===== src/core/osc_ctrl_pkg.sv =====
// package: offsets, fields, reset values and counts of the oscillator enable control
package osc_ctrl_pkg;
	localparam int ADDR_W = 8;
	localparam int DATA_W = 8;
	// register offsets
	localparam logic [7:0] OSC_CONFIG_OFS = 8'h1A;
	localparam logic [7:0] GUARD_OFS = 8'h1B;
	localparam logic [7:0] CLOCK_SELECT_OFS = 8'h10;
	localparam logic [7:0] OSC_CONFIG_TWO_OFS = 8'h1E;
	localparam logic [7:0] STATUS_OFS = 8'h20;
	localparam logic [7:0] IRQ_STATUS_OFS = 8'h21;
	localparam logic [7:0] IRQ_CLEAR_OFS = 8'h22;
	localparam logic [7:0] IRQ_ENABLE_OFS = 8'h23;
	localparam logic [7:0] TRIM_OFS = 8'h24;
	// osc_config_reg fields
	localparam int OSC_ENABLE_POS = 7;
	localparam int OSC_RESERVED_POS = 5;
	localparam logic [7:0] OSC_CONFIG_MASK = 8'hA0;
	localparam logic [7:0] OSC_CONFIG_RESET = 8'h00;
	// other fields
	localparam int PLL_CLOCK_SELECT_POS = 7;
	localparam int MONITOR_RESET_EN_POS = 1;
	localparam int GUARD_POS = 0;
	localparam logic [7:0] GUARD_UNLOCK = 8'h26;
	localparam int LOCKED_POS = 3;
	localparam int STABLE_POS = 0;
	localparam int CRYSTAL_OWNED_POS = 1;
	// interrupt event bits
	localparam int EV_STABLE = 0;
	localparam int EV_LOSS = 1;
	localparam int EV_LOCK = 2;
	localparam int EV_W = 3;
	// trim field
	localparam int TRIM_W = 5;
	localparam int TRIM_SIGN_POS = 4;
	localparam logic [4:0] TRIM_RESET = 5'h00;
	// oscillator startup qualification, in ns and cycles of the 4 ns clock
	localparam int CLK_PERIOD_PS = 4000;
	localparam int OSC_STARTUP_NS = 2000;
	localparam int OSC_STARTUP_CYC = (OSC_STARTUP_NS * 1000 + CLK_PERIOD_PS - 1) / CLK_PERIOD_PS;
	localparam int LOSS_CYC = 16;
	localparam int CNT_W = 12;
endpackage : osc_ctrl_pkg


===== src/core/osc_enable_ctrl.sv =====
// module: external oscillator enable, pll reference select and register access
//
// Overview of operation
// - trim codes 00000 and 10000 switch the coefficient compensation off.
// - trim field is sign and magnitude; sign set means positive shift.
// - config writes accepted only with guard bit clear and pll select set.
// - an accepted config write clears pll locked and oscillator stable.
// - enable bit clear: oscillator off, reference is the internal rc clock.
// - enable bit set: oscillator and monitor on, qualified, reference from the oscillator.
// - stable flag set after qualification; the reference select follows the enable bit without waiting for it.
// - with monitor reset enabled, loss of oscillation raises a monitor reset.
// - once enable written one, crystal pins stay dedicated until system reset.
// - unlock value to guard register clears guard bit; other writes set it.
//
// notes on behaviour
// - the register port never stalls: a write lands at the edge that samples it,
//   read data stand in the following cycle only and read zero otherwise.
// - the guard bit gates every clock configuration register of this block;
//   it comes out of reset clear, so software may configure before locking.
// - a refused write leaves no trace: no flag moves, no counter restarts and
//   no event is raised, so software must read back to learn the outcome.
// - the config register keeps only the enable bit and the reserved bit;
//   all other positions are dropped on write and read back as zero.
// - an accepted config write restarts qualification even when the enable
//   bit keeps its value; this is the cost of clearing the stable flag.
// - qualification counts bus clock cycles while the oscillator toggles;
//   the figure is a fixed startup time, not a measurement of the crystal.
// - the toggle input is taken as synchronous; a real oscillator clock must
//   be reduced to a slow toggle and synchronised before it reaches here.
// - loss is a toggle input that stands still for the loss limit; a very
//   slow oscillator with a long limit is seen late, a short limit is noisy.
// - after a loss the stable flag stays low until toggling resumes and a
//   full qualification has run again; a dead oscillator never qualifies.
// - the monitor reset is sticky until system reset: the reset controller
//   outside is expected to act on it, this block only raises it.
// - the monitor reset enable is frozen while the oscillator runs, so the
//   monitor cannot be switched off under a running crystal.
// - the crystal pins stay owned once enable was written one, even if the
//   oscillator is later turned off; only system reset hands them back.
// - the pll locked flag follows the lock input level, is cleared by an
//   accepted config write and rises again one cycle later if lock holds.
// - events are sticky status bits: stable reached, loss seen, lock rose;
//   an event in the cycle of its clear wins over the clear.
// - the interrupt output is registered and so lags a new event by nothing
//   more than the edge that records it.
// - the trim decode is registered and lags the trim register by one cycle;
//   the analog compensation it steers is not modelled here.
// - software must wait the startup time before partial stop and must keep
//   the reserved bit at its reset value; neither is policed in hardware.
//
// Design decision made here: the address-and-strobe port.
`timescale 1ns/10ps
module osc_enable_ctrl
	import osc_ctrl_pkg::*;
#(
	parameter int STARTUP_CYC = OSC_STARTUP_CYC,
	parameter int LOSS_LIMIT = LOSS_CYC
) (
	input wire logic core_clk_i,
	input wire logic rst_i,
	input wire logic [osc_ctrl_pkg::ADDR_W-1:0] addr_i,
	input wire logic [osc_ctrl_pkg::DATA_W-1:0] wdata_i,
	input wire logic wr_i,
	input wire logic rd_i,
	output logic [osc_ctrl_pkg::DATA_W-1:0] rdata_o,
	input wire logic osc_clock_toggle_i,
	input wire logic pll_locked_i,
	output logic osc_enable_o,
	output logic osc_monitor_enable_o,
	output logic ref_from_osc_o,
	output logic osc_stable_flag_o,
	output logic pll_locked_o,
	output logic crystal_pins_owned_o,
	output logic osc_monitor_reset_o,
	output logic tc_comp_enable_o,
	output logic signed [osc_ctrl_pkg::TRIM_W-1:0] tc_step_o,
	output logic irq_o
);
	import osc_ctrl_pkg::*;

	typedef struct packed {
		// software visible configuration
		logic [DATA_W-1:0] osc_cfg;
		logic guard;
		logic pll_sel;
		logic mon_rst_en;
		logic [TRIM_W-1:0] trim;
		// status kept by the hardware
		logic stable;
		logic locked;
		logic owned;
		// qualification and loss detection
		logic [CNT_W-1:0] qual_cnt;
		logic [CNT_W-1:0] loss_cnt;
		logic last_toggle;
		logic mon_rst;
		// sticky events and interrupt
		logic [EV_W-1:0] irq_stat;
		logic [EV_W-1:0] irq_en;
		logic irq;
		// registered read data, zero outside the read slot
		logic [DATA_W-1:0] rdata;
	} ctrl_state_t;

	ctrl_state_t state_reg;
	ctrl_state_t state_next;
	logic cfg_write_ok;
	logic [EV_W-1:0] ev;
	logic osc_quiet;
	logic qual_allowed;

	// ==========================================================
	// parameter checks
	// the counters are CNT_W wide; larger figures would wrap silently
	if (STARTUP_CYC < 1 || STARTUP_CYC >= (1 << CNT_W)) begin : g_bad_startup
		$error("bad startup count");
	end
	// a loss limit of one would fire on every sampled edge
	if (LOSS_LIMIT < 2 || LOSS_LIMIT >= (1 << CNT_W)) begin : g_bad_loss
		$error("bad loss count");
	end

	// ==========================================================
	// trim decode
	// the decode sits in its own module so that its outputs come from flops
	// and the field width can be changed in one place
	tc_trim_decode #(
		.WIDTH(TRIM_W)
	) u_trim (
		.core_clk_i(core_clk_i),
		.rst_i(rst_i),
		.temp_coeff_trim_i(state_reg.trim),
		.tc_comp_enable_o(tc_comp_enable_o),
		.tc_step_o(tc_step_o)
	);

	// ==========================================================
	// next state
	always_comb begin
		state_next = state_reg;
		ev = '0;
		cfg_write_ok = wr_i && (addr_i == OSC_CONFIG_OFS) && !state_reg.guard
			&& state_reg.pll_sel;
		// counting on a dead oscillator would set the stable flag after a loss
		osc_quiet = (state_reg.loss_cnt >= CNT_W'(LOSS_LIMIT - 1));
		qual_allowed = state_reg.osc_cfg[OSC_ENABLE_POS] && !osc_quiet;

		// register writes other than the config register itself;
		// each protected register checks the guard bit on its own
		if (wr_i) begin
			case (addr_i)
				GUARD_OFS: begin
					state_next.guard = (wdata_i != GUARD_UNLOCK);
				end
				CLOCK_SELECT_OFS: begin
					if (!state_reg.guard) begin
						state_next.pll_sel = wdata_i[PLL_CLOCK_SELECT_POS];
					end
				end
				OSC_CONFIG_TWO_OFS: begin
					// monitor enable frozen while oscillator runs
					if (!state_reg.guard && state_reg.pll_sel
						&& !state_reg.osc_cfg[OSC_ENABLE_POS]) begin
						state_next.mon_rst_en = wdata_i[MONITOR_RESET_EN_POS];
					end
				end
				TRIM_OFS: begin
					if (!state_reg.guard) begin
						state_next.trim = wdata_i[TRIM_W-1:0];
					end
				end
				default: begin
				end
			endcase
		end

		// enable handling
		// the counters saturate so that neither can wrap back into a hit
		if (state_reg.osc_cfg[OSC_ENABLE_POS]) begin
			// oscillator qualified by counting core clock cycles up to the startup figure
			if (qual_allowed && state_reg.qual_cnt < CNT_W'(STARTUP_CYC)) begin
				state_next.qual_cnt = state_reg.qual_cnt + 1'b1;
			end
			if (qual_allowed && state_reg.qual_cnt == CNT_W'(STARTUP_CYC - 1)) begin
				state_next.stable = 1'b1;
				ev[EV_STABLE] = 1'b1;
			end
			state_next.last_toggle = osc_clock_toggle_i;
			if (osc_clock_toggle_i != state_reg.last_toggle) begin
				state_next.loss_cnt = '0;
			end else if (state_reg.loss_cnt < CNT_W'(LOSS_LIMIT)) begin
				state_next.loss_cnt = state_reg.loss_cnt + 1'b1;
			end
			if (state_reg.loss_cnt == CNT_W'(LOSS_LIMIT - 1)) begin
				ev[EV_LOSS] = 1'b1;
				state_next.stable = 1'b0;
				state_next.qual_cnt = '0;
				if (state_reg.mon_rst_en) begin
					state_next.mon_rst = 1'b1;
				end
			end
		end else begin
			state_next.qual_cnt = '0;
			state_next.loss_cnt = '0;
			state_next.stable = 1'b0;
		end

		// pll lock follows its input level; the rise is an event
		if (pll_locked_i && !state_reg.locked) begin
			state_next.locked = 1'b1;
			ev[EV_LOCK] = 1'b1;
		end else if (!pll_locked_i) begin
			state_next.locked = 1'b0;
		end

		// the config write comes last so that its clears win over the
		// lock and qualification updates of the same cycle
		if (cfg_write_ok) begin
			state_next.osc_cfg = wdata_i & OSC_CONFIG_MASK;
			state_next.locked = 1'b0;
			state_next.stable = 1'b0;
			state_next.qual_cnt = '0;
			state_next.loss_cnt = '0;
			if (wdata_i[OSC_ENABLE_POS]) begin
				state_next.owned = 1'b1;
			end
		end

		// sticky events: a set in the clear cycle survives
		if (wr_i && addr_i == IRQ_CLEAR_OFS) begin
			state_next.irq_stat = state_reg.irq_stat & ~wdata_i[EV_W-1:0];
		end
		if (wr_i && addr_i == IRQ_ENABLE_OFS) begin
			state_next.irq_en = wdata_i[EV_W-1:0];
		end
		state_next.irq_stat = state_next.irq_stat | ev;
		state_next.irq = |(state_next.irq_stat & state_next.irq_en);

		state_next.rdata = '0;
		if (rd_i) begin
			case (addr_i)
				OSC_CONFIG_OFS: begin
					// stored bits only; dropped positions read zero
					state_next.rdata = state_reg.osc_cfg;
				end
				GUARD_OFS: begin
					state_next.rdata[GUARD_POS] = state_reg.guard;
				end
				CLOCK_SELECT_OFS: begin
					state_next.rdata[PLL_CLOCK_SELECT_POS] = state_reg.pll_sel;
				end
				OSC_CONFIG_TWO_OFS: begin
					state_next.rdata[MONITOR_RESET_EN_POS] = state_reg.mon_rst_en;
				end
				STATUS_OFS: begin
					state_next.rdata[STABLE_POS] = state_reg.stable;
					state_next.rdata[CRYSTAL_OWNED_POS] = state_reg.owned;
					state_next.rdata[LOCKED_POS] = state_reg.locked;
				end
				IRQ_STATUS_OFS: begin
					state_next.rdata[EV_W-1:0] = state_reg.irq_stat;
				end
				IRQ_ENABLE_OFS: begin
					state_next.rdata[EV_W-1:0] = state_reg.irq_en;
				end
				TRIM_OFS: begin
					state_next.rdata[TRIM_W-1:0] = state_reg.trim;
				end
				default: begin
					// the clear register is write only and reads zero
					state_next.rdata = '0;
				end
			endcase
		end
	end

	// ==========================================================
	// state register
	always_ff @(posedge core_clk_i or posedge rst_i) begin
		if (rst_i) begin
			// pll select comes up set so the config register is writable
			// straight after reset
			state_reg <= '0;
			state_reg.osc_cfg <= OSC_CONFIG_RESET;
			state_reg.guard <= 1'b0;
			state_reg.pll_sel <= 1'b1;
			state_reg.trim <= TRIM_RESET;
		end else begin
			state_reg <= state_next;
		end
	end

	// ==========================================================
	// outputs
	assign rdata_o = state_reg.rdata;
	// enable, monitor and reference select share one flop on purpose:
	// separate copies could disagree for a cycle after a write, and the
	// pll must never see an enabled monitor on the internal reference
	assign osc_enable_o = state_reg.osc_cfg[OSC_ENABLE_POS];
	assign osc_monitor_enable_o = state_reg.osc_cfg[OSC_ENABLE_POS];
	assign ref_from_osc_o = state_reg.osc_cfg[OSC_ENABLE_POS];
	// status levels and sticky outputs
	assign osc_stable_flag_o = state_reg.stable;
	assign pll_locked_o = state_reg.locked;
	assign crystal_pins_owned_o = state_reg.owned;
	assign osc_monitor_reset_o = state_reg.mon_rst;
	assign irq_o = state_reg.irq;
endmodule : osc_enable_ctrl


===== src/core/tc_trim_decode.sv =====
// module: decode of the temperature-coefficient trim field into a signed step
`timescale 1ns/10ps
module tc_trim_decode
	import osc_ctrl_pkg::*;
#(
	parameter int WIDTH = TRIM_W
) (
	input wire logic core_clk_i,
	input wire logic rst_i,
	input wire logic [WIDTH-1:0] temp_coeff_trim_i,
	output logic tc_comp_enable_o,
	output logic signed [WIDTH-1:0] tc_step_o
);
	typedef struct packed {
		logic en;
		logic signed [WIDTH-1:0] step;
	} dec_state_t;
	dec_state_t state_reg;
	dec_state_t state_next;
	logic [WIDTH-2:0] mag;

	// one sign bit and at least one magnitude bit are needed
	if (WIDTH < 2) begin : g_bad_width
		$error("trim width must be at least 2");
	end

	always_comb begin
		mag = temp_coeff_trim_i[WIDTH-2:0];
		state_next = state_reg;
		state_next.en = (mag != '0);
		if (temp_coeff_trim_i[WIDTH-1]) begin
			state_next.step = $signed({1'b0, mag});
		end else begin
			state_next.step = -$signed({1'b0, mag});
		end
	end

	always_ff @(posedge core_clk_i or posedge rst_i) begin
		if (rst_i) begin
			state_reg <= '0;
		end else begin
			state_reg <= state_next;
		end
	end

	assign tc_comp_enable_o = state_reg.en;
	assign tc_step_o = state_reg.step;
endmodule : tc_trim_decode


===== config.mk =====
export PLATFORM = sky130hd
export DESIGN_NAME = osc_enable_ctrl
export DESIGN_NICKNAME = d
export VERILOG_FILES = /design/src/core/osc_ctrl_pkg.sv /design/src/core/osc_enable_ctrl.sv /design/src/core/tc_trim_decode.sv
export SDC_FILE = /design/constraint.sdc
export NUM_CORES = 1
export LEC_CHECK = 0
export BUFFER_PORTS_ARGS = -buffer_cell sky130_fd_sc_hd__buf_2
export CAP_MARGIN = 0
export CORE_ASPECT_RATIO = 1.2
export CORE_MARGIN = 2
export CORE_UTILIZATION = 45
export DETAILED_ROUTE_END_ITERATION = 8
export HOLD_SLACK_MARGIN = 0.12
export PLACE_DENSITY_LB_ADDON = 0.05
export SYNTH_ARGS = -nofsm -noshare
export SYNTH_HDL_FRONTEND = slang
export SYNTH_HIERARCHICAL = 1
export SYNTH_SLANG_ARGS = --single-unit

===== constraint.sdc =====
create_clock -name core_clk_i -period 5.1 [get_ports core_clk_i]
set_input_delay 0.51 -clock core_clk_i [delete_from_list [all_inputs] [get_ports core_clk_i]]
set_output_delay 0.51 -clock core_clk_i [all_outputs]
set_load 0.02 [all_outputs]

After elaboration in Yosys (flattened, before gate mapping)
Index checks and enable logic that the tools add are counted.
- register bits after elaboration: 60
- bits in latches: 0
- memory bits (writable): 0
- ROM bits: 0
- input port bits: 22
- output and inout bits: 22
- word-level logic and storage cells: 96
- memories kept: 0
- add/sub/neg operators: 3
- $mul: 0
- divide/modulo/power cells: 0
- $lt $le $gt $ge: 3
- equality and inequality tests: 17
- shifts and indexed selects: 0
- muxes and demuxes: 27
- bitwise logic cells: 5
- reductions and logical operators: 23
- operators by type and width (operator ; number):
    12-bit 2-to-1 mux ; 4
    8-bit by 6-bit == test with 1-bit output, second input constant ; 5
    8-bit by 5-bit == test with 1-bit output, second input constant ; 4
    27-bit 2-to-1 mux ; 1
    12-bit by 1-bit adder with 12-bit output, second input constant ; 2
    24-bit 2-to-1 mux ; 1
    12-bit by 4-bit == test with 1-bit output, second input constant ; 1
    12-bit by 9-bit == test with 1-bit output, second input constant ; 1
    12-bit by 4-bit greater-or-equal comparator with 1-bit output, second input constant ; 1
    12-bit by 5-bit less-than comparator with 1-bit output, second input constant ; 1
    12-bit by 9-bit less-than comparator with 1-bit output, second input constant ; 1
    4-bit by 1-bit != test with 1-bit output, second input constant ; 3
    3-bit AND reduction ; 4
    1-bit logical AND ; 11
    1-bit 2-to-1 mux ; 11
    1-bit one-hot mux with 5 select lines ; 2
    8-bit 2-to-1 mux ; 1
    8-bit by 6-bit != test with 1-bit output, second input constant ; 1
    3-bit AND ; 2
    3-bit 2-to-1 mux ; 2
    5-bit 2-to-1 mux ; 1
    4-bit negation with 5-bit output ; 1
    1-bit logical NOT ; 4
    1-bit one-hot mux with 2 select lines ; 2
    other kinds (10) ; 11

Longest topological paths before layout
- word-level depth: 9
- depth in mapped cells: 7
- depth with buffers taken out: 6

Modules after synthesis
Netlist, hierarchy kept.
- modules (own cells, without submodules) (module ; times used ; cells each ; area each (um^2) ; sequential area each (um^2)):
    osc_enable_ctrl ; 1 ; 227 ; 2478.6 ; 1327.5
    tc_trim_decode ; 1 ; 21 ; 242.7 ; 150.1

Worst setup path before layout
OpenSTA, ideal clock, no wires.
- path type: input port to flip-flop
- start: in addr_i[7] (netlist name)
- end: reg state_reg, in the netlist irq_o
- library setup time: 126 ps
- data arrival time: 2100 ps
- setup slack: 2874 ps
- stages on the path: 5
- cells stage by stage: or3_4 or4_4 mux2_4 and2_1 a221o_1
- RTL lines (element ; line ; text):
    from (decl) ; osc_enable_ctrl.sv:61 ; input wire logic [osc_ctrl_pkg::ADDR_W-1:0] addr_i,
    to (signal assigned) ; osc_enable_ctrl.sv:289 ; state_reg <= state_next;
    to (decl) ; osc_enable_ctrl.sv:105 ; ctrl_state_t state_reg;

Worst setup path in the final report
- start: reg state_reg[24] (netlist name)
- end: reg state_reg[35] (netlist name)
- word-level cells in the longest chain between the ends: 5
- elaborated cells between the ends (all ways): 9
- classes of those cells: 1 x order compare; 2 x eq/ne; 3 x mux; 3 x reduce/logical
- ends and longest elaborated chain (element ; line ; text):
    12-bit by 4-bit greater-or-equal comparator with 1-bit output ; osc_enable_ctrl.sv:145 ; osc_quiet = (state_reg.loss_cnt >= CNT_W'(LOSS_LIMIT - 1));
    1-bit logical NOT ; osc_enable_ctrl.sv:146 ; qual_allowed = state_reg.osc_cfg[OSC_ENABLE_POS] && !osc_quiet;
    1-bit logical AND ; osc_enable_ctrl.sv:146 ;
    1-bit logical AND ; osc_enable_ctrl.sv:181 ; if (qual_allowed && state_reg.qual_cnt < CNT_W'(STARTUP_CYC)) begin
    4-bit by 1-bit != test with 1-bit output (no source line) ; -- ;
Parallel ways exist; a longest one is shown, timed or not.
A chain may end at the register's enable or synchronous reset.

==> flow_summary.json <==
{
  "io_pins": 44,
  "hold_violations": 0,
  "drive_gt1_share_pct": 28.2,
  "holdBufCountCts": 1,
  "start_util_pct": 45.9,
  "synth_top_area_cell": "dfrtp_1",
  "antenna_cells": 0,
  "reg2reg_slack_ns": 2.96,
  "rsz0062_at_grt": "no",
  "crit_top_cell": "nor4_1",
  "fin_crit_sh_pct": 41.9,
  "cp_max_fo": 10,
  "start_kind": "flip-flop",
  "grt_pass1_vias": 1915,
  "die_w_um": 75.0,
  "synthArstFlopShare_pct": 100,
  "clock.fmax_mhz": 468,
  "avgRoutedWirePerCell_um": 14.7,
  "setup_tns_ns": 0,
  "max_slew_margin_pct": 55.4,
  "cellLeakagePower_nw": 1.55,
  "reg2reg_from": "state_reg[24]",
  "max-cap-violations": 0,
  "syn-cell-area_um2": 2720,
  "wirelength_um": 5530,
  "die_y_um": 89.2,
  "cp_slowest_cell": "nor4_1",
  "rr_endpoint": "state_reg[35]",
  "cts_max_level": 3,
  "yosysMostFrequentCell": "dfrtp_1",
  "antenna_found_initial": 0,
  "path_class": "flip-flop to flip-flop",
  "yosysTopAreaCellShare_pct": 53.3,
  "cts_tree": "done",
  "timing.final.max_slew_violations": 0,
  "cts_made_buffers": 9,
  "cp_num_buf_inv": 0,
  "yosys.cell_types.count": 47,
  "rr_worst_depth": 5,
  "ys_seq_elements": 59,
  "cts_setup_buffers": 0,
  "cp_top_family": "simple AND/OR/NAND/NOR gates",
  "largest_reg_flops": 40,
  "ant_nets": 0,
  "port_buffers": 42,
  "root_buffer": "clkbuf_8",
  "cts.sinks": 59,
  "end_kind": "flip-flop",
  "clock_latency_ns": 0.34,
  "holdCritPathClass": "input pin to flip-flop",
  "peakVddDrop_uv": 182,
  "synth_edf_count": 0,
  "worstHoldPathCells": 2,
  "first_pass_iters": 4,
  "ys_warn_count": 6,
  "grt_max_degree": 54,
  "drt-vias-per-instance": 5.23,
  "required_ns": 5.32,
  "dr_total_vias": 1967,
  "netlist_instances": 248,
  "core_area_um2": 5930,
  "die_area_um2": 6690,
  "report.power.total_mw": 1.04,
  "ys_top_cells_by_count": "dfrtp_1 (58), nor2_1 (30), mux2_2 (15), nand2_1 (12), nand3_1 (11)",
  "syn-num-nets": 273,
  "critical_path.cell_chain": "nor4_1 > nand4_1 > nor4_1 > xnor2_1 > nor2_1",
  "tightestPinTransition_ns": 0.669,
  "powerDensity_nw_per_um2": 326,
  "clk_pin_slew_ns": 0.07,
  "gp_congestion": 0.879,
  "cts_resized": 0,
  "syn_to_final_growth_pct": 17.1,
  "finClkSkew_ns": 0.0118,
  "slowest_delay_ns": 0.48,
  "critPathArrivalTime_ns": 2.36,
  "worstHoldStart": "pll_locked_i",
  "setup_violations": 0,
  "drc": 0,
  "post-route-min-period_ns": 2.14,
  "synthTopCellsByArea": "dfrtp_1 (53%), mux2_2 (6.2%), nor2_1 (4.1%), xnor2_1 (2.9%), buf_4 (2.8%)",
  "syn_area_per_cell_um2": 11.0,
  "status": "finished clean",
  "rows": 31,
  "layout.nets": 314,
  "clockBufferDepth": 2,
  "hpwl_um": 3910,
  "grt_pass1_wl_um": 9190,
  "synth-main-ff-cell": "dfrtp_1",
  "grt-ovfl-total": 0,
  "grt_use_total_pct": 18.9,
  "synth-seq-area-share_pct": 54.3,
  "drtIter0Drc": 121,
  "worstHoldEndpoint": "pll_locked_o"
}
## stage by stage
step | setup WS (ns) | std cells | instance area (um^2) | util, % | hold WS, ns
2_1_floorplan | 2.87 | 248 | 2720 | - | 0.301
3_3_place_gp | 2.70 | 359 | 2950 | 49.7 | 0.440
3_5_place_dp | 2.68 | 359 | 2950 | 49.7 | 0.446
4_1_cts | 2.88 | 376 | 3190 | 53.7 | 0.402
5_1_grt | 2.66 | 376 | 3190 | 53.7 | 0.412
6_report | 2.96 | 376 | 3190 | 53.7 | 0.412
## report_power, final
part	leakage (nW)	total, mW	internal, mW	switching, mW
clock	0.119	0.481	0.299	0.182
sequential	0.803	0.487	0.480	0.00720
combinational	0.625	0.0698	0.0275	0.0423
total	1.55	1.04	0.807	0.232
## cells by family (layout without fill, tap and decap cells)
| group | Yosys count | count (layout) | share of synthesized area [%] |
|---|---|---|---|
| mux | 18 | 18 | 7.49 |
| compound gates | 20 | 20 | 5.47 |
| buf+inv | 23 | 69 | 4.55 |
| flops | 59 | 59 | 54.3 |
| other cells | 1 | 1 | 0.138 |
| simple gates | 112 | 112 | 22.8 |
| fa+ha+maj | 3 | 3 | 1.38 |
| xor+xnor | 12 | 12 | 3.86 |
## cell usage in the layout, fill, tap and decap left out, drive strengths merged, types with 2 or more instances in the layout
cell    netlist  routed
bufinv        0       2
nand2b        4       4
and3b         2       2
and3          6       6
inv           9       9
buf          10      43
ha            3       3
a22o          3       3
and2          8       8
clkinv        0       3
a31oi         2       2
nor2         30      30
xor2          3       3
nor4b         2       2
mux2         16      16
nand2        12      12
a21boi        2       2
nand3        11      11
or2           2       2
nor3          8       8
mux2i         2       2
clkbuf        4      11
nor4          4       4
a21oi         3       3
and4b         3       3
dfrtp        58      58
a32oi         2       2
nand4         4       4
nor2b         7       7
xnor2         9       9
nor3b         2       2
## final cells by class
type	count	area, um^2
well taps	82	103
inverters	9	33.8
clock buffers	11	151
clock inverters	5	75.1
repair buffers	44	228
flip-flops and latches	59	1480
multi-input cells	166	1120
fillers	550	2750
## how the worst max path moves through the flow
stage                       start       endpoint  slack [ns]  cells past startpoint
detailed placement      addr_i[7]          irq_o        2.68                      6
global placement        addr_i[7]          irq_o        2.70                      6
global route        state_reg[24]  state_reg[35]        2.66                      5
floorplan               addr_i[7]          irq_o        2.87                      5
CTS                 state_reg[24]  state_reg[35]        2.88                      5
finish              state_reg[24]  state_reg[35]        2.96                      5
## metal layers
metal,share of wire (%),routed length (um),global-route usage [%],vias to the layer above
met1,42,2350,22.6,940
met5,0,0,0,-
met2,48,2680,30.4,65
li1,-,-,-,940
met3,5.2,287,4.96,22
met4,3.9,216,11.0,0
No activity file was read; power rests on OpenSTA's default activity.
